## src/verilog/ccf_pkg.sv

```systemverilog
// constants and types shared by the cache flush and data ram control files
package ccf_pkg;
   // ----------------------------------------
   // register map
   // ----------------------------------------
   localparam int         ADDR_W      = 4;
   localparam logic [3:0] CTRL_OFS    = 4'h0;
   localparam logic [3:0] STAT_OFS    = 4'h4;
   localparam int         CTL_EN      = 0;
   localparam int         CTL_FLUSH   = 1;
   localparam int         CTL_AUTO    = 2;
   localparam int         CTL_SIZE32  = 3;
   localparam int         ST_BUSY     = 0;
   localparam int         ST_PEND     = 1;
   localparam int         ST_EFF      = 2;
   localparam int         ST_ICT      = 3;
   localparam logic [1:0] RESP_OKAY   = 2'h0;
   localparam logic [1:0] RESP_SLVERR = 2'h2;

   // ----------------------------------------
   // timing
   // ----------------------------------------
   localparam int CLK_PERIOD_NS  = 20;
   localparam int ICT_PULSE_NS   = 100;
   localparam int ICT_PULSE_CYC  = (ICT_PULSE_NS + CLK_PERIOD_NS - 1) / CLK_PERIOD_NS;
   localparam int FLUSH_CLK2_CYC = 12;

   // ----------------------------------------
   // remap update decode
   // ----------------------------------------
   localparam logic [7:0] PORT_REMAP_SET = 8'he9;
   localparam logic [7:0] PORT_REMAP_LO  = 8'hea;
   localparam logic [7:0] PORT_REMAP_HI  = 8'heb;
   localparam logic [7:0] PORT_CFG_DATA  = 8'hed;
   localparam logic [7:0] IDX_REMAP_ONE  = 8'h0b;
   localparam logic [7:0] IDX_REMAP_TWO  = 8'h0c;

   // ----------------------------------------
   // synchronised pins and loopback maps
   // ----------------------------------------
   localparam int         NPIN      = 6;
   localparam int         PIN_FLUSH = 0;
   localparam int         PIN_TRI   = 1;
   localparam int         PIN_IORD  = 2;
   localparam int         PIN_IOWR  = 3;
   localparam int         PIN_XD0   = 4;
   localparam int         PIN_POR   = 5;
   localparam logic [2:0] MAP_A     = 3'h4;
   localparam logic [2:0] MAP_B     = 3'h2;
   localparam logic [2:0] MAP_C     = 3'h1;
   localparam int         ICT_W     = 15;
   localparam int         ICT_RST_BIT  = 10;
   localparam int         ICT_HOLD_BIT = 0;

   typedef enum logic [1:0] {
      BUS_IDLE = 2'b00,
      BUS_T1   = 2'b01,
      BUS_T2   = 2'b10,
      BUS_T1P  = 2'b11
   } ccf_bus_t;

   typedef enum logic [1:0] {
      SEQ_IDLE = 2'b00,
      SEQ_PEND = 2'b01,
      SEQ_RUN  = 2'b10
   } ccf_seq_t;
endpackage

```

## src/verilog/ccf_flush_if.sv

```systemverilog
// flush request and status carrier between control and sequencer
`timescale 1ns/100ps
interface ccf_flush_if;
   logic req;
   logic cache_en;
   logic slot_ok;
   logic busy;
   logic pending;
   logic done;
   modport seq (input req, input cache_en, input slot_ok,
                output busy, output pending, output done);
   modport ctl (output req, output cache_en, output slot_ok,
                input busy, input pending, input done);
endinterface

```

## src/verilog/ccf_top.sv

```systemverilog
// cache data ram strobes, flush control, remap flush and board test logic
// ----------------------------------------
// Summary of operation
// RQ1 - two active-low chip enables pick the lower or upper 16KB of data ram
// RQ2 - with the 16KB size the upper-half chip enable never asserts
// RQ3 - low byte enable gates bits 0-7, high byte enable gates bits 8-15
// RQ4 - hits in set A use set A enables, hits in set B use set B's
// RQ5 - own address latch strobe for the ram latches, pipeline safe
// RQ6 - ram outputs drive the data bus only during a read hit
// RQ7 - flush clears every valid bit, data ram untouched, next access misses
// RQ8 - flush from pin low while enabled, software bit, or remap update
// RQ9 - flush runs about 12 double-rate clock cycles
// RQ10 - during flush cache acts disabled, misses; then re-enables itself
// RQ11 - disabled cache flushes at once, enabled waits for T2/T1/T1P end
// RQ12 - pin low by mid-T2 or mid-T1P flushes at that state end
// RQ13 - flush pin ignored while cache disabled
// RQ14 - flush pin accepted synchronous or asynchronous to the clock
// RQ15 - software flush works enabled or disabled, ignored during diagnostics
// RQ16 - software flush bit self-clears when the flush completes
// RQ17 - remap update with auto flush on sets the software flush bit
// RQ18 - any I/O read or write of port E9 is a remap update
// RQ19 - writes to EA, EB, or ED at two indexes, config writes enabled
// RQ20 - tristate input low floats every output
// RQ21 - loopback test maps inputs to outputs inverted, map by three pins
// RQ22 - map A ORs reset with bus master, map C ANDs hold ack and request
// RQ23 - tester enters or leaves loopback with tristate low and read/write pulse
// RQ24 - power-on reset forces loopback test mode off
// RQ25 - requests during a pending or running flush merge into it
// RQ26 - asynchronous flush pin is synchronised before use
// ----------------------------------------
`timescale 1ns/100ps
module ccf_top
   import ccf_pkg::*;
#(
   parameter int FLUSH_CYC = FLUSH_CLK2_CYC
)(
   input  wire logic              aclk,
   input  wire logic              aresetn,
   input  wire logic [ADDR_W-1:0] awaddr,
   input  wire logic              awvalid,
   output logic                   awready,
   input  wire logic [31:0]       wdata,
   input  wire logic [3:0]        wstrb,
   input  wire logic              wvalid,
   output logic                   wready,
   output logic [1:0]             bresp,
   output logic                   bvalid,
   input  wire logic              bready,
   input  wire logic [ADDR_W-1:0] araddr,
   input  wire logic              arvalid,
   output logic                   arready,
   output logic [31:0]            rdata,
   output logic [1:0]             rresp,
   output logic                   rvalid,
   input  wire logic              rready,
   input  wire ccf_bus_t          bus_state,
   input  wire logic              state_end,
   input  wire logic              cyc_active,
   input  wire logic              cyc_write,
   input  wire logic              cyc_hit,
   input  wire logic              hit_set_b,
   input  wire logic              addr_upper,
   input  wire logic              cpu_byte_lo_n,
   input  wire logic              cpu_byte_hi_n,
   input  wire logic              diag_busy,
   input  wire logic              io_cycle,
   input  wire logic              io_write,
   input  wire logic [7:0]        io_port,
   input  wire logic [7:0]        cfg_index,
   input  wire logic              cfg_wr_en,
   input  wire logic              flush_n,
   input  wire logic              tristate_n,
   input  wire logic              io_rd_n,
   input  wire logic              io_wr_n,
   input  wire logic              xd0,
   input  wire logic              power_on_reset_in,
   input  wire logic              processor_reset_in,
   input  wire logic              bus_master_n,
   input  wire logic              hold_ack,
   input  wire logic              hold_req,
   input  wire logic              uncached_cycle_n,
   input  wire logic              protected_cycle_n,
   input  wire logic [ICT_W-1:0]  map_a_pins,
   input  wire logic [ICT_W-1:0]  map_b_pins,
   input  wire logic [ICT_W-1:0]  map_c_pins,
   output logic                   lower_half_chip_en_n,
   output logic                   upper_half_chip_en_n,
   output logic                   low_byte_lane_en_n,
   output logic                   high_byte_lane_en_n,
   output logic                   set_a_output_en_n,
   output logic                   set_a_write_en_n,
   output logic                   set_b_output_en_n,
   output logic                   set_b_write_en_n,
   output logic                   sram_addr_latch_strobe,
   output logic                   cache_miss,
   output logic                   tag_valid_clear,
   output logic [ICT_W-1:0]       loopback_out,
   output logic                   outputs_oe_n
);
   localparam int IW = $clog2(ICT_PULSE_CYC + 1);

   typedef struct packed {
      logic [NPIN-1:0]   s1;
      logic [NPIN-1:0]   s2;
      logic              flush_d;
      logic              en;
      logic              flush_bit;
      logic              auto_en;
      logic              size32;
      logic              pin_loopback_test;
      logic [IW-1:0]     ict_cnt;
      logic              aw_got;
      logic              w_got;
      logic [ADDR_W-1:0] wa;
      logic [31:0]       wd;
      logic              wlo;
      logic              bvalid;
      logic [1:0]        bresp;
      logic              rvalid;
      logic [31:0]       rdata;
      logic [1:0]        rresp;
      logic [9:0]        strb;
   } ccf_top_state_t;

   ccf_top_state_t s;
   ccf_top_state_t next_s;
   ccf_flush_if    fl ();

   logic sw_set;
   logic hw_req;
   logic remap_evt;
   logic eff_en;
   logic rd_hit;
   logic wr_hit;
   logic access;
   logic tri_act;
   logic [2:0] map_sel;
   logic [ICT_W-1:0] map_a_eff;
   logic [ICT_W-1:0] map_c_eff;

   // ----------------------------------------
   // flush sequencer
   // ----------------------------------------
   ccf_flush_seq #(.FLUSH_CYC(FLUSH_CYC)) u_seq (
      .aclk    (aclk),
      .aresetn (aresetn),
      .fl      (fl.seq)
   );

   assign fl.cache_en = s.en;
   assign fl.slot_ok  = state_end && (bus_state != BUS_IDLE); // RQ11 RQ12
   assign fl.req      = sw_set || hw_req; // RQ8
   // the pin level is only looked at after the second sync stage
   assign hw_req      = s.en && !s.s2[PIN_FLUSH] && s.flush_d; // RQ13 RQ14
   assign eff_en      = s.en && !fl.busy; // RQ10

   // ----------------------------------------
   // remap update detection
   // ----------------------------------------
   always_comb begin
      remap_evt = 1'b0;
      if (io_cycle) begin
         if (io_port == PORT_REMAP_SET) begin
            remap_evt = 1'b1; // RQ18
         end else if (io_write && cfg_wr_en) begin
            if (io_port == PORT_REMAP_LO || io_port == PORT_REMAP_HI) begin
               remap_evt = 1'b1; // RQ19
            end else if (io_port == PORT_CFG_DATA &&
                         (cfg_index == IDX_REMAP_ONE || cfg_index == IDX_REMAP_TWO)) begin
               remap_evt = 1'b1; // RQ19
            end
         end
      end
   end

   // ----------------------------------------
   // cache cycle decode
   // ----------------------------------------
   assign access = cyc_active && cyc_hit && eff_en;
   assign rd_hit = access && !cyc_write;
   assign wr_hit = access && cyc_write;
   assign tri_act = !s.s2[PIN_TRI];

   // ----------------------------------------
   // state update
   // ----------------------------------------
   always_comb begin
      next_s         = s;
      next_s.s1      = {power_on_reset_in, xd0, io_wr_n, io_rd_n, tristate_n, flush_n};
      next_s.s2      = s.s1; // RQ26
      next_s.flush_d = s.s2[PIN_FLUSH];
      sw_set         = 1'b0;

      // write channel: address and data in either order
      if (awvalid && awready) begin
         next_s.aw_got = 1'b1;
         next_s.wa     = awaddr;
      end
      if (wvalid && wready) begin
         next_s.w_got = 1'b1;
         next_s.wd    = wdata;
         next_s.wlo   = wstrb[0];
      end
      if (s.aw_got && s.w_got) begin
         next_s.aw_got = 1'b0;
         next_s.w_got  = 1'b0;
         next_s.bvalid = 1'b1;
         next_s.bresp  = RESP_OKAY;
         if (s.wa == CTRL_OFS) begin
            if (s.wlo) begin
               next_s.en      = s.wd[CTL_EN];
               next_s.auto_en = s.wd[CTL_AUTO];
               next_s.size32  = s.wd[CTL_SIZE32];
               sw_set         = s.wd[CTL_FLUSH] && !diag_busy; // RQ15
            end
         end else if (s.wa != STAT_OFS) begin
            next_s.bresp = RESP_SLVERR;
         end
      end
      if (s.bvalid && bready) begin
         next_s.bvalid = 1'b0;
      end

      // read channel
      if (arvalid && arready) begin
         next_s.rvalid = 1'b1;
         next_s.rresp  = RESP_OKAY;
         next_s.rdata  = 32'h0000_0000;
         if (araddr == CTRL_OFS) begin
            next_s.rdata[CTL_EN]     = s.en;
            next_s.rdata[CTL_FLUSH]  = s.flush_bit;
            next_s.rdata[CTL_AUTO]   = s.auto_en;
            next_s.rdata[CTL_SIZE32] = s.size32;
         end else if (araddr == STAT_OFS) begin
            next_s.rdata[ST_BUSY] = fl.busy;
            next_s.rdata[ST_PEND] = fl.pending;
            next_s.rdata[ST_EFF]  = eff_en;
            next_s.rdata[ST_ICT]  = s.pin_loopback_test;
         end else begin
            next_s.rresp = RESP_SLVERR;
         end
      end else if (s.rvalid && rready) begin
         next_s.rvalid = 1'b0;
      end

      // software flush bit: set wins over the completion clear
      if (remap_evt && s.auto_en && !diag_busy) begin
         sw_set = 1'b1; // RQ17
      end
      if (sw_set) begin
         next_s.flush_bit = 1'b1;
      end else if (fl.done) begin
         next_s.flush_bit = 1'b0; // RQ16
      end

      // loopback mode entry and exit
      if (s.s2[PIN_POR]) begin
         next_s.pin_loopback_test     = 1'b0; // RQ24
         next_s.ict_cnt = '0;
      end else if (tri_act && !s.s2[PIN_IORD] && !s.s2[PIN_IOWR]) begin
         if (s.ict_cnt == IW'(ICT_PULSE_CYC - 1)) begin
            next_s.pin_loopback_test = s.s2[PIN_XD0]; // RQ23
         end
         if (s.ict_cnt != IW'(ICT_PULSE_CYC)) begin
            next_s.ict_cnt = s.ict_cnt + 1'b1;
         end
      end else begin
         next_s.ict_cnt = '0;
      end

      // registered ram strobes, enables 0-7 inactive high, latch strobe and miss active high
      next_s.strb[0] = !(access && !(addr_upper && s.size32)); // RQ1
      next_s.strb[1] = !(access && addr_upper && s.size32); // RQ1 RQ2
      next_s.strb[2] = !(access && (!cyc_write || !cpu_byte_lo_n)); // RQ3
      next_s.strb[3] = !(access && (!cyc_write || !cpu_byte_hi_n)); // RQ3
      next_s.strb[4] = !(rd_hit && !hit_set_b); // RQ4 RQ6
      next_s.strb[5] = !(wr_hit && !hit_set_b); // RQ4
      next_s.strb[6] = !(rd_hit && hit_set_b); // RQ4 RQ6
      next_s.strb[7] = !(wr_hit && hit_set_b); // RQ4
      // latch the ram address at each new address phase, pipelined or not
      next_s.strb[8] = (bus_state == BUS_T1) || (bus_state == BUS_T1P); // RQ5
      next_s.strb[9] = cyc_active && !(cyc_hit && eff_en); // RQ10
   end

   always_ff @(posedge aclk) begin
      if (!aresetn) begin
         s         <= '0;
         s.s1      <= {NPIN{1'b1}} ^ {1'b1, {(NPIN-1){1'b0}}};
         s.s2      <= {NPIN{1'b1}} ^ {1'b1, {(NPIN-1){1'b0}}};
         s.flush_d <= 1'b1;
         s.strb    <= 10'h0ff;
      end else begin
         s <= next_s;
      end
   end

   // ----------------------------------------
   // loopback test maps
   // ----------------------------------------
   assign map_sel   = {uncached_cycle_n, protected_cycle_n, flush_n};
   always_comb begin
      map_a_eff = map_a_pins;
      map_c_eff = map_c_pins;
      map_a_eff[ICT_RST_BIT]  = processor_reset_in || bus_master_n; // RQ22
      map_c_eff[ICT_HOLD_BIT] = hold_ack && hold_req; // RQ22
   end

   genvar gi;
   generate
      for (gi = 0; gi < ICT_W; gi++) begin : g_map
         always_comb begin
            loopback_out[gi] = 1'b0;
            if (s.pin_loopback_test) begin
               unique case (map_sel)
                  MAP_A:   loopback_out[gi] = !map_a_eff[gi]; // RQ21
                  MAP_B:   loopback_out[gi] = !map_b_pins[gi]; // RQ21
                  MAP_C:   loopback_out[gi] = !map_c_eff[gi]; // RQ21
                  default: loopback_out[gi] = 1'b0;
               endcase
            end
         end
      end
   endgenerate

   // ----------------------------------------
   // outputs
   // ----------------------------------------
   assign awready = !s.aw_got && !s.bvalid;
   assign wready  = !s.w_got && !s.bvalid;
   assign bvalid  = s.bvalid;
   assign bresp   = s.bresp;
   assign arready = !s.rvalid;
   assign rvalid  = s.rvalid;
   assign rdata   = s.rdata;
   assign rresp   = s.rresp;

   // loopback mode holds the ram strobes idle
   assign lower_half_chip_en_n   = s.strb[0] || s.pin_loopback_test;
   assign upper_half_chip_en_n   = s.strb[1] || s.pin_loopback_test;
   assign low_byte_lane_en_n     = s.strb[2] || s.pin_loopback_test;
   assign high_byte_lane_en_n    = s.strb[3] || s.pin_loopback_test;
   assign set_a_output_en_n      = s.strb[4] || s.pin_loopback_test;
   assign set_a_write_en_n       = s.strb[5] || s.pin_loopback_test;
   assign set_b_output_en_n      = s.strb[6] || s.pin_loopback_test;
   assign set_b_write_en_n       = s.strb[7] || s.pin_loopback_test;
   assign sram_addr_latch_strobe = s.strb[8] && !s.pin_loopback_test;
   assign cache_miss             = s.strb[9];
   assign tag_valid_clear        = fl.busy; // RQ7
   assign outputs_oe_n           = tri_act; // RQ20
endmodule

```

## src/verilog/ccf_flush_seq.sv

```systemverilog
// flush sequencer: pends, runs the valid-bit clear, signals completion
`timescale 1ns/100ps
module ccf_flush_seq
   import ccf_pkg::*;
#(
   parameter int FLUSH_CYC = FLUSH_CLK2_CYC
)(
   input wire logic aclk,
   input wire logic aresetn,
   ccf_flush_if.seq fl
);
   localparam int CW = $clog2(FLUSH_CYC + 1);

   typedef struct packed {
      ccf_seq_t        st;
      logic [CW-1:0]   cnt;
      logic            done;
   } ccf_seq_state_t;

   ccf_seq_state_t s;
   ccf_seq_state_t next_s;

   always_comb begin
      next_s      = s;
      next_s.done = 1'b0;
      unique case (s.st)
         SEQ_IDLE: begin
            if (fl.req) begin
               // disabled cache starts at once, enabled waits for a state end
               if (!fl.cache_en || fl.slot_ok) begin // RQ11
                  next_s.st  = SEQ_RUN;
                  next_s.cnt = CW'(FLUSH_CYC - 1); // RQ9
               end else begin
                  next_s.st = SEQ_PEND;
               end
            end
         end
         SEQ_PEND: begin
            if (!fl.cache_en || fl.slot_ok) begin // RQ11 RQ12
               next_s.st  = SEQ_RUN;
               next_s.cnt = CW'(FLUSH_CYC - 1);
            end
         end
         SEQ_RUN: begin
            // further requests here fold into this flush
            if (s.cnt == '0) begin // RQ25
               next_s.st   = SEQ_IDLE;
               next_s.done = 1'b1;
            end else begin
               next_s.cnt = s.cnt - 1'b1;
            end
         end
         default: next_s.st = SEQ_IDLE;
      endcase
   end

   always_ff @(posedge aclk) begin
      if (!aresetn) begin
         s <= '{st: SEQ_IDLE, cnt: '0, done: 1'b0};
      end else begin
         s <= next_s;
      end
   end

   assign fl.busy    = (s.st == SEQ_RUN);
   assign fl.pending = (s.st == SEQ_PEND);
   assign fl.done    = s.done;
endmodule

```

## config.mk

```make
export PLATFORM = sky130hd
export DESIGN_NAME = ccf_top
export DESIGN_NICKNAME = d
export VERILOG_FILES = /design/src/verilog/ccf_pkg.sv /design/src/verilog/ccf_flush_if.sv /design/src/verilog/ccf_top.sv /design/src/verilog/ccf_flush_seq.sv
export SDC_FILE = /design/constraint.sdc
export NUM_CORES = 1
export LEC_CHECK = 0
export BUFFER_PORTS_ARGS = -buffer_cell sky130_fd_sc_hd__buf_2
export CAP_MARGIN = 10
export CORE_MARGIN = 10
export CORE_UTILIZATION = 45
export CTS_CLUSTER_SIZE = 40
export DETAILED_ROUTE_END_ITERATION = 8
export GPL_ROUTABILITY_DRIVEN = 0
export MAX_ROUTING_LAYER = met4
export PLACE_DENSITY = 0.84
export RECOVER_POWER = 100
export SYNTH_ARGS = -nofsm -noshare
export SYNTH_HDL_FRONTEND = slang
export SYNTH_SLANG_ARGS = --single-unit
export TNS_END_PERCENT = 50
```

## constraint.sdc

```tcl
create_clock -name aclk -period 5.15 [get_ports aclk]
set_clock_uncertainty 0.1 [all_clocks]
set_input_delay 1.03 -clock aclk [delete_from_list [all_inputs] [get_ports aclk]]
set_output_delay 1.03 -clock aclk [all_outputs]
set_load 0.03 [all_outputs]
```

After elaboration in Yosys (flattened, before gate mapping). Index checks and enable logic that the tools add are counted.

Flip-flop bits (word level): 59.

Bitwise gates (word level): 2. Equality and inequality tests: 22. Muxes and demuxes: 58. Reductions and logical operators: 141. Add/sub/neg operators: 2.

Operators with widths (count): 1-bit logical NOT (71); 1-bit one-hot mux with 3 select lines (15); 1-bit logical AND (37); 8-bit equality test, second input constant (4); 1-bit two-way mux (29); 8-bit by 4-bit equality test with 1-bit output, second input constant (2); 1-bit logical OR (16); 4-bit two-way mux (4); 4-bit logical NOT (3); 2-bit two-way mux (6); 6-bit two-way mux (2); 4-bit one-hot mux with 3 select lines (1); 3-bit equality test, second input constant (2); 2-bit by 1-bit != test with 1-bit output, second input constant (3); 2-bit one-hot mux with 3 select lines (1); 3-bit AND reduction (2); 2-bit nonzero test (3); 2-bit OR reduction (3); 5-bit AND reduction (1); 2-bit by 1-bit equality test with 1-bit output, second input constant (2); 2-bit equality test, second input constant (2); 4-bit by 3-bit equality test with 1-bit output, second input constant (1); 2-bit != test, second input constant (2); 4-bit by 3-bit != test with 1-bit output, second input constant (1); 10 further kinds (12).

Logic depth before layout (Yosys ltp). Gate-level depths: netlist of the first run.

Word-level depth: 14. Gate-level depth with buffers: 6. Gate-level depth less buffers: 6.

Cells and area by module. A second synthesis of the first run with hierarchy kept.

Cells, all modules: 344. Area, all modules: 3052.9 um2.

Modules (own cells, without submodules): ccf_top (seq. area each 1001.0 um2, times used 1, cells each 303, area an instance 2692.6 um2); ccf_flush_seq (seq. area each 140.1 um2, times used 1, cells each 41, area an instance 360.3 um2).

Worst setup path before layout of the first run. OpenSTA, ideal clock, no wires.

Kind: in2out. Start: input port protected_cycle_n. End: output port loopback_out[11]. Stages: 6. Path buffers: 2. Required time: 4.020 ns. Arrival: 2.473 ns. Setup slack: 1.547 ns. Path through: clkbuf_1 > nand2b_1 > or2_1 > clkbuf_1 > o22a_1 > nor2_1.

Longest elaborated chain between the ends: 3. Elaborated cells between the ends (all ways): 5.

RTL lines: start, declared (RTL line ccf_top.sv:82) `input wire logic protected_cycle_n,`; 3-bit by 1-bit equality test with 1-bit output (tied with other cells) (RTL line ccf_top.sv:314) `unique case (map_sel)`; 1-bit one-hot mux with 3 select lines (*) (RTL line ccf_top.sv:314); 1-bit two-way mux (*) (RTL line ccf_top.sv:313) `if (s.pin_loopback_test) begin`; end, declared (RTL line ccf_top.sv:97) `output logic [ICT_W-1:0] loopback_out,`.

Mark *: on every way between the ends. The rest lies on a longest branch, timed or not.

Final worst setup path of the first run.
Start: input port protected_cycle_n. End: output port loopback_out[12].

The elaborated chain is that of the path after synthesis.

==> flow_summary.json, run 1 <==
{
  "synthSimpleGateAreaFrac": 0.237,
  "crit_chain": "clkbuf_1, xor2_1, o211ai_1, nor2_1, clkbuf_1",
  "grt_pass1_wl_mm": 13.6,
  "r2r_start": "s[84]",
  "clock_path_buffers": 2,
  "start_util": 0.468,
  "die-height_um": 102,
  "synth_compound_area_frac": 0.178,
  "ys_seq_area_frac": 0.379,
  "critPathRequiredTime_ns": 4.02,
  "synth_cell_type_count": 49,
  "fin_crit_ns": 4.18,
  "peakVddDrop_uv": 126,
  "synth_edf_count": 0,
  "slowest_delay_ns": 0.89,
  "wl_per_cell_um": 15.7,
  "ant_nets": 0,
  "dp_hpwl_mm": 7.12,
  "hp-start": "next_s[96]",
  "r2r_cells": 5,
  "synth-xor-area-share": 0.00582,
  "cp-start-kind": "input port",
  "r2r_setup_slack_ns": 3.23,
  "post_cts_buffers": 0,
  "grt_pass1_vias": 2991,
  "end_kind": "output pin",
  "synthCells": 341,
  "dieArea_um2": 10400,
  "wl_mm": 8.69,
  "numCtsBuffers": 9,
  "cts_resized": 0,
  "first_iter_violations": 92,
  "critPathCapture": "loopback_out[12]",
  "clk_latency_ns": 0.33,
  "final_core_util": 0.580,
  "cts_tree": "done",
  "rr_endpoint": "u_seq.s[4]",
  "grt_max_degree": 49,
  "firstDrtPassIters": 6,
  "layout_commonest_cell": "buf_2",
  "grt_antenna_before_repair": 0,
  "status": "finished with violations",
  "cp_common_cell": "clkbuf_1",
  "row_count": 29,
  "syn_area_per_cell_um2": 8.82,
  "slew_headroom": -0.145,
  "io_pins": 206,
  "portBuffers": 142,
  "synth-adder-area-share": 0.0166,
  "area_growth_pct": 23.8,
  "synth_top_family_by_area": "simple AND/OR/NAND/NOR gates",
  "hold_viol": 0,
  "num-nets-final": 613,
  "rsz0062_at_grt": "false",
  "path_clk_slew_ns": 0.07,
  "p_per_area_nw_per_um2": 264,
  "synth-seq-cells": 57,
  "leakagePower_nw": 1.60,
  "cts-htree-levels": 3,
  "hold_path_class": "reg -> reg",
  "fin_tns_setup_ns": 0,
  "timing.fmax_ghz": 0.240,
  "drive_gt1_frac": 0.286,
  "async_flop_share": 0,
  "drv_cap": 1,
  "diodes": 0,
  "crit_type": "in -> out",
  "ctsHoldBuffers": 0,
  "synth_area_um2": 3010,
  "yosys_most_used_dff": "dfxtp_1",
  "yosysWarnings": 0,
  "most-common-layout-cells": "103 x buf_2, 57 x dfxtp_1, 39 x clkbuf_1, 30 x conb_1, 28 x nor2_1",
  "synth_mux_area_frac": 0.0570,
  "fp.coreArea_um2": 6420,
  "grt-ovfl-total": 0,
  "critical-path-slowest-cell": "o211ai_1",
  "startpoint": "protected_cycle_n",
  "final.period_utilization": 0.811,
  "crit_path_max_fanout": 19,
  "cts_sinks": 57,
  "die_w_um": 102,
  "worstMarginPinSlew_ns": 1.72,
  "routed-via-count": 2750,
  "cp.arrival_ns": 3.05,
  "finalSetupViolCount": 0,
  "avgViaCountPerCell": 4.97,
  "route.detailed.drc": 0,
  "violations": "capacitance limit, slew limit",
  "maxSlewViolCount": 49,
  "cts-root-buf": "clkbuf_8",
  "grt.total_usage": 0.171
}
-- per-layer routing --
layer | track usage | share of wire | vias up
met1 | 0.164 | 0.38 | 1235
met4 | 0.0847 | 0.019 | 0
met5 | - | 0 | -
met3 | 0.0606 | 0.10 | 11
met2 | 0.298 | 0.50 | 135
li1 | - | - | 1369
-- worst min path at each step --
| stage | end | depth (start not counted) |
|---|---|---|
| floorplan | next_s[95] | 1 |
| global placement | s[98] | 1 |
| detailed placement | s[100] | 1 |
| CTS | next_s[95] | 1 |
| global route | s[90] | 1 |
| finish | next_s[95] | 1 |
-- state kept, by name, indices dropped and copies added, names as in the netlist --
name           cells
bresp              1
bvalid             1
cache_miss         1
fl.cache_en        1
next_s             7
rdata              4
rresp              1
rvalid             1
s                 33
u_seq.fl.done      1
u_seq.s            6
-- Yosys cell counts (all sizes together) (4+ instances only) --
| cell type | instances | area [um^2] |
|---|---|---|
| inv | 12 | 45.0 |
| mux2i | 16 | 160 |
| o21ai | 8 | 40.0 |
| and2 | 6 | 37.5 |
| ha | 4 | 50.1 |
| o211a | 4 | 40.0 |
| clkbuf | 14 | 52.6 |
| or2 | 9 | 56.3 |
| buf | 38 | 278 |
| dfxtp | 57 | 1140 |
| nand3 | 5 | 25.0 |
| o22a | 26 | 228 |
| o21a | 4 | 30.0 |
| a21oi | 11 | 55.1 |
| nand3b | 5 | 37.5 |
| nor2 | 28 | 105 |
| nand2b | 16 | 100 |
| nor3 | 7 | 35.0 |
| nand2 | 19 | 71.3 |
| nor2b | 19 | 119 |
-- cells by family (layout without fill, tap and decap cells) --
group	Yosys count	in the layout
adder cells (fa/ha/maj)	4	4
AND/OR/NAND/NOR	128	128
multiplexers	17	17
XOR/XNOR	2	2
buffers and inverters	64	170
AO/OA/AOI/OAI	68	68
other	1	30
flip-flops	57	57
-- cell type report --
cell class,count,area [um^2]
clock buffers,9,124
well taps,77,96.3
multi-input cells,249,1600
clock inverters,7,55.1
flip-flops and latches,57,1140
fillers,611,2700
inverters,12,45.0
repair buffers,142,662
-- where the power goes --
part           internal, mW  total [mW]  switching [mW]
registers             0.455       0.462         0.00718
clock network         0.177       0.364           0.187
logic                0.0637       0.158          0.0939
total                 0.696       0.984           0.288
-- worst max-delay path: cells and delay by family --
family                 cells  cell delay (ns)
AO/OA/AOI/OAI              1             0.89
AND/OR/NAND/NOR            1             0.13
buffers and inverters      2             0.84
XOR/XNOR                   1             0.14
-- stage by stage --
step           total power, mW  worst slack, ns  hold WS [ns]  std cells  area, um^2
2_1_floorplan            0.591             1.55         0.286        370        3120
3_3_place_gp             0.625             1.41         0.290        537        3590
3_5_place_dp             0.629             1.38         0.292        537        3590
4_1_cts                  0.994             1.37         0.311        553        3770
5_1_grt                   1.03            0.764         0.323        553        3720
6_report                 0.984            0.975         0.310        553        3720
Power figures use the tool's default switching activity.
==> inputs of run 2 (changes only) <==
--- a/config.mk
+++ b/config.mk
@@ -8,12 +8,12 @@
 export BUFFER_PORTS_ARGS = -buffer_cell sky130_fd_sc_hd__buf_2
 export CAP_MARGIN = 10
 export CORE_MARGIN = 10
-export CORE_UTILIZATION = 45
+export CORE_UTILIZATION = 42
 export CTS_CLUSTER_SIZE = 40
 export DETAILED_ROUTE_END_ITERATION = 8
 export GPL_ROUTABILITY_DRIVEN = 0
 export MAX_ROUTING_LAYER = met4
-export PLACE_DENSITY = 0.84
+export PLACE_DENSITY = 0.79
 export RECOVER_POWER = 100
 export SYNTH_ARGS = -nofsm -noshare
 export SYNTH_HDL_FRONTEND = slang
==> constraint.sdc (replaced) <==
create_clock -name aclk -period 4.4 [get_ports aclk]
set_clock_uncertainty 0.1 [all_clocks]
set_input_delay 0.88 -clock aclk [delete_from_list [all_inputs] [get_ports aclk]]
set_output_delay 0.88 -clock aclk [all_outputs]
set_load 0.03 [all_outputs]
==> run 2 against run 1 <==
Sequential share of layout area fell by 0.38 points. Largest cell class unchanged. Cell area rose by 1.2%. Sequential cell count did not move. Largest power group unchanged. Power rose by 22%. Register-to-register slack got worse by 0.79 ns. First-iteration DRC count fell by 24%. The flow still finishes with violations (capacitance limit, slew limit).
==> flow_summary.json, run 2 (synthesized netlist as in run 1, its figures left out) <==
{
  "status": "finished with violations",
  "violations": "capacitance limit, slew limit",
  "avgViaCountPerCell": 4.78,
  "cp-start-kind": "input port",
  "cp_top_family": "compound AO/OA/AOI/OAI gates",
  "worstMarginPinSlew_ns": 1.83,
  "die_w_um": 105,
  "drive_gt1_frac": 0.286,
  "grt_max_degree": 49,
  "grt_pass1_vias": 2859,
  "r2r_cells": 5,
  "cp.arrival_ns": 2.59,
  "timing.fmax_ghz": 0.280,
  "slew_headroom": -0.222,
  "post-place-cells": 557,
  "slowest_delay_ns": 0.89,
  "wl_mm": 8.35,
  "start_util": 0.438,
  "grt-ovfl-total": 0,
  "largest_reg_flops": 33,
  "area_growth_pct": 25.3,
  "crit_buf_inv": 2,
  "dp_hpwl_mm": 6.75,
  "grt_pass1_wl_mm": 13.3,
  "grt.total_usage": 0.149,
  "clock_path_buffers": 2,
  "route.detailed.drc": 0,
  "grt_antenna_before_repair": 0,
  "crit_chain": "buf_2, xor2_1, o211ai_1, nor2_1, clkbuf_1",
  "cts_tree": "done",
  "routed-via-count": 2737,
  "path_clk_slew_ns": 0.06,
  "end_kind": "output pin",
  "diodes": 0,
  "dieArea_um2": 10900,
  "wl_per_cell_um": 14.6,
  "hold_viol": 0,
  "rsz0062_at_grt": "false",
  "cp.depth": 5,
  "crit_type": "in -> out",
  "fp.coreArea_um2": 6870,
  "top_register": "s",
  "peakVddDrop_uv": 138,
  "finalSetupViolCount": 0,
  "p_per_area_nw_per_um2": 319,
  "ant_nets": 0,
  "fin_crit_ns": 3.57,
  "cts_sinks": 57,
  "cts_resized": 0,
  "drv_cap": 1,
  "maxSlewViolCount": 49,
  "whs_ns": 0.303,
  "final_cell_area_um2": 3770,
  "fin_tns_setup_ns": 0,
  "first_iter_violations": 70,
  "die-height_um": 105,
  "cts-root-buf": "clkbuf_8",
  "layout_commonest_cell": "buf_2",
  "crit_path_max_fanout": 19,
  "clk_latency_ns": 0.33,
  "final.period_utilization": 0.812,
  "firstDrtPassIters": 4,
  "portBuffers": 142,
  "ctsHoldBuffers": 0,
  "io_pins": 206,
  "critPathRequiredTime_ns": 3.42,
  "min_path_cells": 1,
  "critical-path-slowest-cell": "o211ai_1",
  "numCtsBuffers": 9,
  "layout.cells.non_filler": 572,
  "post_cts_buffers": 0,
  "cts-htree-levels": 3,
  "dpl_cell_area_um2": 3620,
  "hold_path_class": "reg -> reg",
  "most-common-layout-cells": "105 x buf_2, 57 x dfxtp_1, 39 x clkbuf_1, 30 x conb_1, 28 x nor2_1",
  "num-nets-final": 614,
  "leakagePower_nw": 1.63,
  "row_count": 30
}
==> run 2: path summary, 6_finish.rpt <==
check | start | to | slack (ns)
min reg2reg | next_s[100] | s[100] | 0.30
max reg2reg | s[81] | u_seq.s[4] | 2.44
max | protected_cycle_n | loopback_out[4] | 0.83
min | next_s[100] | s[100] | 0.30
==> run 2: area by class of cell <==
type	count	area (um^2)
clock buffer	12	155
clock inverter	3	40.0
fill	654	3100
inverter	12	45.0
multi-input combinational	249	1600
sequential	57	1140
tap	96	120
timing repair buffer	143	668
==> run 2: metal layers <==
layer  vias to the layer above  wire [um]  GRT usage
met5                         -          0          -
met4                         0        133     0.0608
met3                         9        527     0.0448
met2                       107       4200      0.256
met1                      1246       3490      0.156
li1                       1375          -          -
==> run 2: stage by stage <==
stage | power [mW] | util | setup slack (ns)
finish | 1.20 | 0.549 | 0.828
global route | 1.25 | 0.549 | 0.663
CTS | 1.21 | 0.556 | 0.917
detailed placement | 0.735 | 0.528 | 0.931
global placement | 0.730 | 0.528 | 0.945
floorplan | 0.691 | - | 1.10
==> run 2: worst reg2reg max path, cell delays in order (launching register included) <==
cell,delay (ns)
dfxtp_1,0.32
or3_4,0.38
nor4b_4,0.51
a31oi_2,0.22
a211oi_2,0.25
o21a_1,0.12
==> run 2: power by group <==
part | total, mW | internal (mW) | leakage, nW | switching, mW
clock network | 0.477 | 0.287 | 0.102 | 0.190
registers | 0.541 | 0.533 | 0.466 | 0.00849
logic | 0.182 | 0.0750 | 1.06 | 0.107
total | 1.20 | 0.895 | 1.63 | 0.306
==> inputs of run 3 (changes only) <==
--- a/config.mk
+++ b/config.mk
@@ -5,6 +5,7 @@
 export SDC_FILE = /design/constraint.sdc
 export NUM_CORES = 1
 export LEC_CHECK = 0
+export ABC_AREA = 1
 export BUFFER_PORTS_ARGS = -buffer_cell sky130_fd_sc_hd__buf_2
 export CAP_MARGIN = 10
 export CORE_MARGIN = 10
==> constraint.sdc (replaced) <==
create_clock -name aclk -period 3.6 [get_ports aclk]
set_clock_uncertainty 0.1 [all_clocks]
set_input_delay 0.72 -clock aclk [delete_from_list [all_inputs] [get_ports aclk]]
set_output_delay 0.72 -clock aclk [all_outputs]
set_load 0.03 [all_outputs]
==> run 3 against run 2 <==
The run now ends clean. Critical path depth rose by 2. Register-to-register slack got worse by 0.55 ns. First-iteration DRC count up 74%. Combinational power rose to 2.6 times the previous value. Routed wire length up 4.8%. Count of clock-buffer cells in the layout unchanged. Critical path type unchanged. Critical endpoint is now loopback_out[6]. Largest power group unchanged. Highest routed layer unchanged.
==> flow_summary.json, run 3 <==
{
  "start_util": 0.436,
  "seqPwrFrac": 0.431,
  "r2r_setup_slack_ns": 1.89,
  "fin_crit_ns": 3.05,
  "cts-htree-levels": 3,
  "rr_endpoint": "u_seq.s[2]",
  "die-height_um": 104,
  "final_core_util": 0.543,
  "avgViaCountPerCell": 4.50,
  "r2r_cells": 7,
  "crit_chain": "buf_2, inv_1, nand3_1, o22ai_1, o21ai_0, inv_1, clkbuf_1",
  "post_cts_buffers": 0,
  "end_kind": "output pin",
  "ant_nets": 0,
  "layout_commonest_cell": "buf_2",
  "slew_headroom": 0.102,
  "synth.largest_area_cell": "dfxtp_1",
  "p_sw_frac": 0.347,
  "yosys_most_used_dff": "dfxtp_1",
  "io_pins": 206,
  "area_growth_pct": 24.6,
  "cts_tree": "done",
  "r2r_start": "u_seq.s[6]",
  "hp-start": "next_s[101]",
  "cts-root-buf": "clkbuf_8",
  "synth_area_um2": 2980,
  "peakVddDrop_uv": 342,
  "worst_slack_ns": 0.551,
  "grt_antenna_before_repair": 1,
  "synth-seq-cells": 57,
  "die_w_um": 104,
  "clk_latency_ns": 0.33,
  "layout.cells.non_filler": 659,
  "grt_pass1_wl_mm": 14.0,
  "largest_reg_flops": 33,
  "ctsHoldBuffers": 0,
  "wl_per_cell_um": 13.3,
  "portBuffers": 142,
  "route.detailed.drc": 0,
  "dieArea_um2": 10900,
  "cp_common_cell": "inv_1",
  "power.total_mw": 1.71,
  "crit_path_max_fanout": 15,
  "rsz0062_at_grt": "false",
  "worstMarginPinSlew_ns": 1.35,
  "yosysMostFrequentCell": "nor2_1",
  "clock_power_share": 0.291,
  "hold_path_class": "reg -> reg",
  "routed-via-count": 2964,
  "final.period_utilization": 0.847,
  "numCtsBuffers": 9,
  "p_switching_mw": 0.592,
  "wl_mm": 8.75,
  "whs_ns": 0.304,
  "leakagePower_nw": 1.88,
  "p_per_area_nw_per_um2": 460,
  "grt_max_degree": 36,
  "dpl_cell_area_um2": 3590,
  "top_register": "s",
  "finalSetupViolCount": 0,
  "path_clk_slew_ns": 0.06,
  "post-place-cells": 643,
  "cts_resized": 0,
  "fp.coreArea_um2": 6830,
  "cts_sinks": 57,
  "clock_path_buffers": 2,
  "cp-start-kind": "input port",
  "yosys-top-cells-area": "dfxtp_1 38%, buf_4 9.1%, nor2_1 8.2%, inv_1 7.7%, nand2_1 6.3%",
  "syn_area_per_cell_um2": 7.02,
  "crit_type": "in -> out",
  "final_cell_area_um2": 3710,
  "critical-path-slowest-cell": "nand3_1",
  "cp.arrival_ns": 2.23,
  "num-nets-final": 700,
  "synthCells": 424,
  "intPower_mw": 1.12,
  "grt.total_usage": 0.158,
  "ys_seq_area_frac": 0.383,
  "place_ws_ns": 0.705,
  "yosysWarnings": 0,
  "min_path_cells": 2,
  "drv_cap": 0,
  "p_comb_frac": 0.279,
  "row_count": 30,
  "maxSlewViolCount": 0,
  "hold_viol": 0,
  "timing.fmax_ghz": 0.328,
  "async_flop_share": 0,
  "drive_gt1_frac": 0.262,
  "grt-ovfl-total": 0,
  "min_delay_worst_endpoint": "s[101]",
  "synthTopCellsByCount": "65 x nor2_1, 61 x inv_1, 57 x dfxtp_1",
  "status": "finished, final reports clean",
  "slowest_delay_ns": 0.42,
  "dp_hpwl_mm": 7.19,
  "grt_pass1_vias": 2916,
  "firstDrtPassIters": 7,
  "first_iter_violations": 122,
  "synth_cell_type_count": 30,
  "yosysTopAreaCellShare": 0.383,
  "synth_edf_count": 0,
  "most-common-layout-cells": "104 x buf_2, 66 x nor2_1, 61 x inv_1, 57 x dfxtp_1, 50 x nand2_1",
  "critPathRequiredTime_ns": 2.78,
  "fin_tns_setup_ns": 0
}
## run 3: final cells by class
type / count / area, um^2
Clock inverter: 3 / 17.5
Fill cell: 701 / 3120
Timing Repair Buffer: 142 / 663
Multi-Input combinational cell: 285 / 1380
Tap cell: 96 / 120
Antenna cell: 1 / 2.50
Sequential cell: 57 / 1140
Inverter: 63 / 236
Clock buffer: 12 / 145
## run 3: power by group through the flow
stage / logic [mW] / clock network [mW] / registers (mW)
after floorplan: 0.401 / 0 / 0.742
after global placement: 0.467 / 0 / 0.745
after detailed placement: 0.479 / 0 / 0.749
after CTS: 0.480 / 0.514 / 0.736
after global routing: 0.541 / 0.540 / 0.744
final: 0.476 / 0.496 / 0.735
## run 3: cell families after synthesis
| family | synth area share |
|---|---|
| XOR/XNOR | 0.00589 |
| AND/OR/NAND/NOR | 0.261 |
| AO/OA/AOI/OAI | 0.144 |
| buffers and inverters | 0.188 |
| flip-flops | 0.383 |
| adder cells (fa/ha/maj) | 0.0168 |
| other | 0.00126 |
## run 3: routing by layer
layer	share of wire	global-route usage	wire (um)
met5	0	-	0
met4	0.0078	0.0417	68
met3	0.063	0.0489	551
met2	0.52	0.283	4510
met1	0.41	0.165	3630
## run 3: how the worst max path moves through the flow
stage,end,depth (start not counted),start
after floorplan,loopback_out[11],6,protected_cycle_n
after global placement,loopback_out[11],7,flush_n
after detailed placement,loopback_out[6],7,flush_n
after CTS,loopback_out[6],7,flush_n
after global routing,loopback_out[11],7,flush_n
final,loopback_out[6],7,flush_n
## run 3: critical path: cells and delay by family
| family | cells | cell delay [ns] |
|---|---|---|
| buf+inv | 4 | 0.62 |
| simple gates | 1 | 0.42 |
| compound gates | 2 | 0.47 |
